`src/liu_cfg_consts.vh`:
```
// register offsets, field positions and timing constants for the config bank
`ifndef LIU_CFG_CONSTS_VH
`define LIU_CFG_CONSTS_VH
`define ADDR_GLB_LO 6'h0F
`define ADDR_PTR_LO 6'h10
`define ADDR_TPL_LO 6'h11
`define ADDR_GLB_HI 6'h2F
`define ADDR_PTR_HI 6'h30
`define ADDR_TPL_HI 6'h31
`define BANK_INDIV 8'h01
`define RST_BYTE 8'h00
`define GLB_MATCH_MODE 7
`define GLB_AIS_LOSS 6
`define GLB_SHORT_OFF 5
`define GLB_CODE 4
`define GLB_DEPTH 3
`define GLB_CAL 2
`define GLB_POS 1
`define GLB_ENA 0
`define PTR_BW_HI 7
`define PTR_BW_LO 6
`define PTR_HITLESS 5
`define PTR_CH_HI 2
`define TPL_MATCH_ON 7
`define TPL_TX_TERM_OFF 6
`define TPL_IMP_SEL 3
`define TPL_MASK 8'hCF
`define PTR_MASK 8'hE7
`define LEVEL4_CAL_BIT 4
`define CLK_MHZ 25
`define ARM_WAIT_US 5
`define CAL_CYCLES 16'h0040
`define DEPTH_FULL 8'h80
`endif

```
`src/liu_half_ctrl.v`:
```
// one half of the line interface: resolves global overrides per channel
`timescale 1ns/1ps
module liu_half_ctrl #(
    parameter NCH = 8
) (
    input wire mclk,
    input wire reset_n,
    input wire [7:0] glb,
    input wire [7:0] ptr,
    input wire [8*NCH-1:0] tpl,
    input wire oe_pin,
    input wire [NCH-1:0] ch_short_off,
    input wire [NCH-1:0] ch_line_code,
    input wire [NCH-1:0] ch_depth_full,
    input wire [NCH-1:0] ch_attn_pos,
    input wire [NCH-1:0] ch_attn_en,
    input wire [NCH-1:0] ch_alarm_loss,
    output reg [NCH-1:0] short_off_ff,
    output reg [NCH-1:0] ami_ff,
    output reg [NCH-1:0] depth128_ff,
    output reg [NCH-1:0] attn_rx_ff,
    output reg [NCH-1:0] attn_en_ff,
    output reg [NCH-1:0] alarm_loss_ff,
    output reg [NCH-1:0] rx_match_ff,
    output reg [NCH-1:0] rx_full_int_ff,
    output reg [NCH-1:0] tx_term_off_ff,
    output reg [NCH-1:0] imp_sel_ff
);
`include "liu_cfg_consts.vh"

reg [NCH-1:0] nxt_rx_match;
reg [NCH-1:0] nxt_attn_rx;
integer i;
integer j;

////////////////////////////////////////////////////////////////////////////
// receive match and attenuator position per channel
always @* begin
    for (i = 0; i < NCH; i = i + 1) begin
        if (ptr[`PTR_HITLESS])
            nxt_rx_match[i] = oe_pin;
        else
            nxt_rx_match[i] = tpl[8*i+`TPL_MATCH_ON];
        if (glb[`GLB_ENA] | glb[`GLB_POS])
            nxt_attn_rx[i] = glb[`GLB_POS];
        else
            nxt_attn_rx[i] = ch_attn_pos[i];
    end
end

////////////////////////////////////////////////////////////////////////////
// registered per-channel controls
always @(posedge mclk or negedge reset_n) begin
    if (!reset_n) begin
        short_off_ff <= {NCH{1'b0}};
        ami_ff <= {NCH{1'b0}};
        depth128_ff <= {NCH{1'b0}};
        attn_rx_ff <= {NCH{1'b0}};
        attn_en_ff <= {NCH{1'b0}};
        alarm_loss_ff <= {NCH{1'b0}};
        rx_match_ff <= {NCH{1'b0}};
        rx_full_int_ff <= {NCH{1'b0}};
        tx_term_off_ff <= {NCH{1'b0}};
        imp_sel_ff <= {NCH{1'b0}};
    end else begin
        short_off_ff <= {NCH{glb[`GLB_SHORT_OFF]}} | ch_short_off;
        ami_ff <= {NCH{glb[`GLB_CODE]}} | ch_line_code;
        depth128_ff <= {NCH{glb[`GLB_DEPTH]}} | ch_depth_full;
        attn_rx_ff <= nxt_attn_rx;
        attn_en_ff <= {NCH{glb[`GLB_ENA]}} | ch_attn_en;
        alarm_loss_ff <= {NCH{glb[`GLB_AIS_LOSS]}} | ch_alarm_loss;
        rx_match_ff <= nxt_rx_match;
        // fully internal only when the match is on at all
        rx_full_int_ff <= nxt_rx_match & {NCH{glb[`GLB_MATCH_MODE]}};
        for (j = 0; j < NCH; j = j + 1) begin
            tx_term_off_ff[j] <= tpl[8*j+`TPL_TX_TERM_OFF];
            imp_sel_ff[j] <= tpl[8*j+`TPL_IMP_SEL];
        end
    end
end

endmodule // liu_half_ctrl

```
`src/liu_global_cfg.v`:
```
// global config, channel pointer and indirect template registers
`timescale 1ns/1ps
module liu_global_cfg #(
    parameter NCH = 8,
    parameter CAL_CYCLES = 16'h0040
) (
    input wire mclk,
    input wire reset_n,
    input wire [5:0] reg_addr,
    input wire [7:0] reg_wdata,
    input wire reg_wr,
    input wire reg_rd,
    input wire [7:0] bank_sel_lo,
    input wire [7:0] bank_sel_hi,
    input wire oe_pin,
    input wire [2*NCH-1:0] ch_short_off,
    input wire [2*NCH-1:0] ch_line_code,
    input wire [2*NCH-1:0] ch_depth_full,
    input wire [2*NCH-1:0] ch_attn_pos,
    input wire [2*NCH-1:0] ch_attn_en,
    input wire [2*NCH-1:0] ch_alarm_loss,
    output reg [7:0] reg_rdata_ff,
    output reg cal_busy_ff,
    output reg cal_start_ff,
    output reg [1:0] attn_bw_lo_ff,
    output reg [1:0] attn_bw_hi_ff,
    output reg [2*NCH-1:0] short_off_ff,
    output reg [2*NCH-1:0] ami_ff,
    output reg [2*NCH-1:0] depth128_ff,
    output reg [2*NCH-1:0] attn_rx_ff,
    output reg [2*NCH-1:0] attn_en_ff,
    output reg [2*NCH-1:0] alarm_loss_ff,
    output reg [2*NCH-1:0] rx_match_ff,
    output reg [2*NCH-1:0] rx_full_int_ff,
    output reg [2*NCH-1:0] tx_term_off_ff,
    output reg [2*NCH-1:0] imp_sel_ff
);
`include "liu_cfg_consts.vh"

////////////////////////////////////////////////////////////////////////////
// register storage
reg [7:0] glb_lo_ff;
reg [7:0] glb_hi_ff;
reg [7:0] ptr_lo_ff;
reg [7:0] ptr_hi_ff;
reg [7:0] tpl_ff [0:2*NCH-1];
reg [15:0] cal_cnt_ff;
reg [7:0] nxt_rdata;
wire [2:0] sel_lo;
wire [2:0] sel_hi;
wire [3:0] idx_lo;
wire [3:0] idx_hi;
wire wr_glb_lo;
wire cal_rise;
wire indiv_lo;
wire [8*NCH-1:0] tpl_lo_flat;
wire [8*NCH-1:0] tpl_hi_flat;
wire [NCH-1:0] h_short_lo, h_short_hi, h_ami_lo, h_ami_hi;
wire [NCH-1:0] h_dep_lo, h_dep_hi, h_arx_lo, h_arx_hi;
wire [NCH-1:0] h_aen_lo, h_aen_hi, h_al_lo, h_al_hi;
wire [NCH-1:0] h_rm_lo, h_rm_hi, h_rf_lo, h_rf_hi;
wire [NCH-1:0] h_to_lo, h_to_hi, h_is_lo, h_is_hi;
integer k;
genvar g;

// pointer picks channel within each half
assign sel_lo = ptr_lo_ff[`PTR_CH_HI:0];
assign sel_hi = ptr_hi_ff[`PTR_CH_HI:0];
assign idx_lo = {1'b0, sel_lo};
assign idx_hi = {1'b1, sel_hi};
assign indiv_lo = (bank_sel_lo == `BANK_INDIV);
// the lower global register is hidden while the individual bank is open
assign wr_glb_lo = reg_wr && !indiv_lo && (reg_addr == `ADDR_GLB_LO);
// rising write of start bit, only when armed in the upper register
assign cal_rise = wr_glb_lo && reg_wdata[`GLB_CAL] &&
    !glb_lo_ff[`GLB_CAL] && glb_hi_ff[`GLB_CAL];

////////////////////////////////////////////////////////////////////////////
// lower global register, hidden while the individual bank is open
always @(posedge mclk or negedge reset_n) begin
    if (!reset_n)
        glb_lo_ff <= `RST_BYTE;
    else if (wr_glb_lo)
        glb_lo_ff <= reg_wdata;
end

// upper global register, also holds the calibration arm bit
always @(posedge mclk or negedge reset_n) begin
    if (!reset_n)
        glb_hi_ff <= `RST_BYTE;
    else if (reg_wr && (reg_addr == `ADDR_GLB_HI))
        glb_hi_ff <= reg_wdata;
end

// channel pointers, unused bits kept at zero
always @(posedge mclk or negedge reset_n) begin
    if (!reset_n) begin
        ptr_lo_ff <= `RST_BYTE;
        ptr_hi_ff <= `RST_BYTE;
    end else if (reg_wr) begin
        if (reg_addr == `ADDR_PTR_LO)
            ptr_lo_ff <= reg_wdata & `PTR_MASK;
        if (reg_addr == `ADDR_PTR_HI)
            ptr_hi_ff <= reg_wdata & `PTR_MASK;
    end
end

// template store, only the pointed channel takes a write
always @(posedge mclk or negedge reset_n) begin
    if (!reset_n) begin
        for (k = 0; k < 2*NCH; k = k + 1)
            tpl_ff[k] <= `RST_BYTE;
    end else if (reg_wr) begin
        if (reg_addr == `ADDR_TPL_LO)
            tpl_ff[idx_lo] <= reg_wdata & `TPL_MASK;
        if (reg_addr == `ADDR_TPL_HI)
            tpl_ff[idx_hi] <= reg_wdata & `TPL_MASK;
    end
end

////////////////////////////////////////////////////////////////////////////
// calibration cycle shared by all sixteen channels
always @(posedge mclk or negedge reset_n) begin
    if (!reset_n) begin
        cal_cnt_ff <= 16'h0000;
        cal_busy_ff <= 1'b0;
        cal_start_ff <= 1'b0;
    end else begin
        cal_start_ff <= cal_rise;
        if (cal_rise) begin
            cal_cnt_ff <= CAL_CYCLES;
            cal_busy_ff <= 1'b1;
        end else if (cal_cnt_ff != 16'h0000) begin
            cal_cnt_ff <= cal_cnt_ff - 16'h0001;
            cal_busy_ff <= (cal_cnt_ff != 16'h0001);
        end
    end
end

////////////////////////////////////////////////////////////////////////////
// read mux
always @* begin
    nxt_rdata = `RST_BYTE;
    case (reg_addr)
        `ADDR_GLB_LO: begin
            if (indiv_lo) begin
                // status only valid while start bit stays set
                nxt_rdata[`LEVEL4_CAL_BIT] =
                    glb_lo_ff[`GLB_CAL] & cal_busy_ff;
            end else begin
                nxt_rdata = glb_lo_ff;
            end
        end
        `ADDR_GLB_HI: nxt_rdata = glb_hi_ff;
        `ADDR_PTR_LO: nxt_rdata = ptr_lo_ff;
        `ADDR_PTR_HI: nxt_rdata = ptr_hi_ff;
        `ADDR_TPL_LO: nxt_rdata = tpl_ff[idx_lo];
        `ADDR_TPL_HI: nxt_rdata = tpl_ff[idx_hi];
        default: nxt_rdata = `RST_BYTE;
    endcase
end

always @(posedge mclk or negedge reset_n) begin
    if (!reset_n)
        reg_rdata_ff <= `RST_BYTE;
    else if (reg_rd)
        reg_rdata_ff <= nxt_rdata;
end

////////////////////////////////////////////////////////////////////////////
// lower bandwidth code straight from its pointer register
always @(posedge mclk or negedge reset_n) begin
    if (!reset_n)
        attn_bw_lo_ff <= 2'b00;
    else
        attn_bw_lo_ff <= ptr_lo_ff[`PTR_BW_HI:`PTR_BW_LO];
end

// upper bandwidth code straight from its pointer register
always @(posedge mclk or negedge reset_n) begin
    if (!reset_n)
        attn_bw_hi_ff <= 2'b00;
    else
        attn_bw_hi_ff <= ptr_hi_ff[`PTR_BW_HI:`PTR_BW_LO];
end

////////////////////////////////////////////////////////////////////////////
// flatten templates for each half
generate
    for (g = 0; g < NCH; g = g + 1) begin : g_flat
        assign tpl_lo_flat[8*g+7:8*g] = tpl_ff[g];
        assign tpl_hi_flat[8*g+7:8*g] = tpl_ff[g+NCH];
    end
endgenerate

liu_half_ctrl #(.NCH(NCH)) u_lo (
    .mclk(mclk),
    .reset_n(reset_n),
    .glb(glb_lo_ff),
    .ptr(ptr_lo_ff),
    .tpl(tpl_lo_flat),
    .oe_pin(oe_pin),
    .ch_short_off(ch_short_off[NCH-1:0]),
    .ch_line_code(ch_line_code[NCH-1:0]),
    .ch_depth_full(ch_depth_full[NCH-1:0]),
    .ch_attn_pos(ch_attn_pos[NCH-1:0]),
    .ch_attn_en(ch_attn_en[NCH-1:0]),
    .ch_alarm_loss(ch_alarm_loss[NCH-1:0]),
    .short_off_ff(h_short_lo),
    .ami_ff(h_ami_lo),
    .depth128_ff(h_dep_lo),
    .attn_rx_ff(h_arx_lo),
    .attn_en_ff(h_aen_lo),
    .alarm_loss_ff(h_al_lo),
    .rx_match_ff(h_rm_lo),
    .rx_full_int_ff(h_rf_lo),
    .tx_term_off_ff(h_to_lo),
    .imp_sel_ff(h_is_lo)
);

liu_half_ctrl #(.NCH(NCH)) u_hi (
    .mclk(mclk),
    .reset_n(reset_n),
    .glb(glb_hi_ff),
    .ptr(ptr_hi_ff),
    .tpl(tpl_hi_flat),
    .oe_pin(oe_pin),
    .ch_short_off(ch_short_off[2*NCH-1:NCH]),
    .ch_line_code(ch_line_code[2*NCH-1:NCH]),
    .ch_depth_full(ch_depth_full[2*NCH-1:NCH]),
    .ch_attn_pos(ch_attn_pos[2*NCH-1:NCH]),
    .ch_attn_en(ch_attn_en[2*NCH-1:NCH]),
    .ch_alarm_loss(ch_alarm_loss[2*NCH-1:NCH]),
    .short_off_ff(h_short_hi),
    .ami_ff(h_ami_hi),
    .depth128_ff(h_dep_hi),
    .attn_rx_ff(h_arx_hi),
    .attn_en_ff(h_aen_hi),
    .alarm_loss_ff(h_al_hi),
    .rx_match_ff(h_rm_hi),
    .rx_full_int_ff(h_rf_hi),
    .tx_term_off_ff(h_to_hi),
    .imp_sel_ff(h_is_hi)
);

////////////////////////////////////////////////////////////////////////////
// output stage: short-circuit protection disable per channel
always @(posedge mclk or negedge reset_n) begin
    if (!reset_n)
        short_off_ff <= {2*NCH{1'b0}};
    else
        short_off_ff <= {h_short_hi, h_short_lo};
end

// output stage: AMI line code per channel
always @(posedge mclk or negedge reset_n) begin
    if (!reset_n)
        ami_ff <= {2*NCH{1'b0}};
    else
        ami_ff <= {h_ami_hi, h_ami_lo};
end

// output stage: deep attenuator fifo per channel
always @(posedge mclk or negedge reset_n) begin
    if (!reset_n)
        depth128_ff <= {2*NCH{1'b0}};
    else
        depth128_ff <= {h_dep_hi, h_dep_lo};
end

// output stage: attenuator in receive path per channel
always @(posedge mclk or negedge reset_n) begin
    if (!reset_n)
        attn_rx_ff <= {2*NCH{1'b0}};
    else
        attn_rx_ff <= {h_arx_hi, h_arx_lo};
end

// output stage: attenuator enable per channel
always @(posedge mclk or negedge reset_n) begin
    if (!reset_n)
        attn_en_ff <= {2*NCH{1'b0}};
    else
        attn_en_ff <= {h_aen_hi, h_aen_lo};
end

// output stage: alarm on loss per channel
always @(posedge mclk or negedge reset_n) begin
    if (!reset_n)
        alarm_loss_ff <= {2*NCH{1'b0}};
    else
        alarm_loss_ff <= {h_al_hi, h_al_lo};
end

// output stage: receive match on per channel
always @(posedge mclk or negedge reset_n) begin
    if (!reset_n)
        rx_match_ff <= {2*NCH{1'b0}};
    else
        rx_match_ff <= {h_rm_hi, h_rm_lo};
end

// output stage: fully internal receive match per channel
always @(posedge mclk or negedge reset_n) begin
    if (!reset_n)
        rx_full_int_ff <= {2*NCH{1'b0}};
    else
        rx_full_int_ff <= {h_rf_hi, h_rf_lo};
end

// output stage: transmit termination off per channel
always @(posedge mclk or negedge reset_n) begin
    if (!reset_n)
        tx_term_off_ff <= {2*NCH{1'b0}};
    else
        tx_term_off_ff <= {h_to_hi, h_to_lo};
end

// output stage: impedance select per channel
always @(posedge mclk or negedge reset_n) begin
    if (!reset_n)
        imp_sel_ff <= {2*NCH{1'b0}};
    else
        imp_sel_ff <= {h_is_hi, h_is_lo};
end

endmodule // liu_global_cfg

```
`config.mk`:
```
export PLATFORM = sky130hd
export DESIGN_NAME = liu_global_cfg
export DESIGN_NICKNAME = d
export VERILOG_FILES = /design/src/liu_half_ctrl.v /design/src/liu_global_cfg.v
export VERILOG_INCLUDE_DIRS = /design/src
export SDC_FILE = /design/constraint.sdc
export NUM_CORES = 1
export LEC_CHECK = 0
export ABC_AREA = 1
export BUFFER_PORTS_ARGS = -buffer_cell sky130_fd_sc_hd__buf_2
export CELL_PAD_IN_SITES_DETAIL_PLACEMENT = 0
export CELL_PAD_IN_SITES_GLOBAL_PLACEMENT = 2
export CORE_MARGIN = 4
export CORE_UTILIZATION = 39
export DETAILED_ROUTE_END_ITERATION = 16
export PLACE_DENSITY = 0.89
export SKIP_CTS_REPAIR_TIMING = 1
export SLEW_MARGIN = 20
export SYNTH_ARGS = -nofsm -noshare
export SYNTH_HDL_FRONTEND = slang
export SYNTH_SLANG_ARGS = --single-unit
```
`constraint.sdc`:
```
create_clock -name mclk -period 4.2 [get_ports mclk]
set_clock_uncertainty 0.1 [all_clocks]
set_input_delay 0.84 -clock mclk [delete_from_list [all_inputs] [get_ports mclk]]
set_output_delay 0.84 -clock mclk [all_outputs]
set_load 0.02 [all_outputs]
```
==> reports/results.txt <==
worst min-delay path class: primary input to async pin
WP depth: 1
Worst Setup SP: attn_bw_hi_ff[0]
grt ovf: 0
total of max-cap violations: 0
Initial DRC Count: 733
Bufs and invs on worst path: 1
largest net degree at the start of global routing: 100
RSZ-0062 raised after global routing: no
R2R Path Start: ptr_lo_ff[0]
I/O Pins: 305
post-route ant nets: 0
Worst EP arrival: 1.20 ns
total power: 10.59 mW
clk sinks: 474
Layout area overhead: 22.61%
Yosys reg bits: 474
Clock transition at path regs: 0.06 ns
top-area cell type share of the netlist area: 72.25%
Worst Path Required: 3.26 ns
LEAKAGE: 10.15 nW
share of cells above drive strength 1: 30.13%
Cell Chain, Critical Path: buf_2
Worst Reg-to-Reg Cells: 8
H-tree depth: 2
post-place setup slack: 1.609 ns
Row Count: 74
CP Class: flip-flop to primary output
Worst Slack Setup Final: 2.059 ns
core footprint: 41200 µm²
count leader, synth: dfrtp_1
worst stage delay on the critical path: 0.43 ns
vias in the first global route: 10487
DRC viols: 0
die width: 213.2 µm
Post-synth EDFFs: 0
drt total wl: 40140 µm
max frequency: 467.1 MHz
register area share after synthesis: 72.25%
clock latency on the worst-skew pair: 0.58 ns
Post-Syn Area: 16420 µm²
Final Critical Period: 2.141 ns
critical path peak fanout: 1
Slew @ Worst Pin: 0.9971 ns
RePlAce Congestion: 0.8792
nets@finish: 1849
fin util: 48.85%
Fin. Hold Viols: 0
gr usage total: 17.47%
Slew HR: 33.46%
total die area: 45440 µm²
Initial DRT Pass Iterations: 5
Clock Path Buffers: 3
period utilisation layout: 50.97%
Max Used Layer: met5
Starting Density: 39.85%
setup violators final: 0
FFs w/ async S/R, synth: 100.0%
post-synthesis cell count: 1409
reg-to-reg critical path endpoint: reg_rdata_ff[3]
WL met3: 2448 µm
Via density: 4.613
CP endpoint: attn_bw_hi_ff[0]
wl on met1: 17400 µm
Primary FF master, synth: dfrtp_1
I/O Buffers: 296
initial antenna violation count: 5
met2 routed WL: 19500 µm
minimum hold slack: 0.1412 ns
Post-Syn Nets: 1542
average size of a mapped cell: 11.65 µm²
Peak VDD IR: 0.0002944 V
synth warn: 0
dominant cell type by area after synthesis: dfrtp_1
Final TNS setup: 0 ns
delay-heaviest family, CP: flip-flops
CTS tree: yes
Critical Path Sink Type: primary output
flop2flop setup slack: 2.17 ns
Die H: 213.2 µm
Critical Path Source Type: flip-flop
Yosys cell types: 35
first-pass GRT wire length: 61420 µm
Crit-path slowest cell: dfrtp_1
status: completed
Synth top cells by count: dfrtp_1 (474), nand2_1 (311), o21ai_1 (120)
Power Density: 526.1 nW/µm²
overall via count from detail_route: 10574
Root Buffer: clkbuf_16
largest cells by area after synthesis: dfrtp_1 (72%), nand2_1 (7.1%), o21ai_1 (3.7%)
Pins Over Slew Limit: 0
wire per inst: 17.51 µm
total CTS buffers: 49
Post-DP HPWL: 28120 µm
-- cell usage in the layout (no fill, tap or decap), types with 3 or more instances in the layout --
master and count:
dfrtp_1 474, nand2_1 311, buf_2 295, o21ai_1 120
inv_1 97, or2_2 92, nor2_1 75, clkbuf_16 49
o21ai_0 33, nand3_1 29, a21oi_1 25, o211ai_1 24
nand2_2 17, o21ai_2 12, or2_0 10, clkinv_2 10
clkbuf_1 10, clkbuf_8 9, inv_2 7, bufinv_16 7
nor2_4 6, xor2_1 6, nand4_1 5, buf_12 5
diode_2 4, nor3_4 3
-- area by class of cell --
class,instances,area (µm²)
Clock buffer,68,1388
Fill cell,3697,21070
Multi-Input combinational cell,782,3874
Timing Repair Buffer,303,1607
Tap cell,532,665.6
Antenna cell,4,10.01
Clock inverter,23,325.3
Inverter,106,397.9
Sequential cell,474,11860
-- flip-flops by register name, summed over array words and instances (netlist names), 16 cells and up --
signal          flops
tpl_ff             96
alarm_loss_ff      16
ami_ff             16
attn_en_ff         16
attn_rx_ff         16
cal_cnt_ff         16
depth128_ff        16
imp_sel_ff         16
rx_full_int_ff     16
rx_match_ff        16
short_off_ff       16
tx_term_off_ff     16
-- worst min-delay path by stage --
stage                     depth (start not counted)  slack [ns]             startpoint             endpoint
after floorplan                                   0        0.23  u_lo.alarm_loss_ff[0]     alarm_loss_ff[0]
after global placement                            0        0.23     u_lo.attn_rx_ff[1]        attn_rx_ff[1]
after detailed placement                          0        0.23  u_hi.alarm_loss_ff[3]    alarm_loss_ff[11]
after CTS                                         1        0.14                reset_n   u_lo.attn_en_ff[5]
after global routing                              1        0.16                reset_n  u_hi.depth128_ff[4]
final                                             1        0.14                reset_n  u_hi.depth128_ff[4]
-- cells by family after synthesis --
kind of cell | share of synthesized area (%)
DFF | 72.25
xor gates and xnor gates | 0.3735
buffers and inverters | 4.154
and+or+nand+nor | 15.91
AOI/OAI and AO/OA | 7.164
adders and majority gates | 0.1524
-- metrics by stage --
step	area, µm²	cells
floorplan	16420	1409
global placement	18410	2197
detailed placement	18410	2197
CTS	20120	2288
global route	20130	2291
finish	20130	2292
-- per-layer routing --
metal / up-vias / GRT usage, %
li1: 5088 / -
met1: 5141 / 23.61
met2: 290 / 28.95
met3: 53 / 3.967
met4: 2 / 4.392
met5: - / 0
-- report_power, final --
part | internal (mW) | switching, mW
clock | 2.75 | 1.77
combinational | 0.326 | 0.638
sequential | 4.91 | 0.195
total | 7.99 | 2.60
Power figures use the tool's default switching activity.
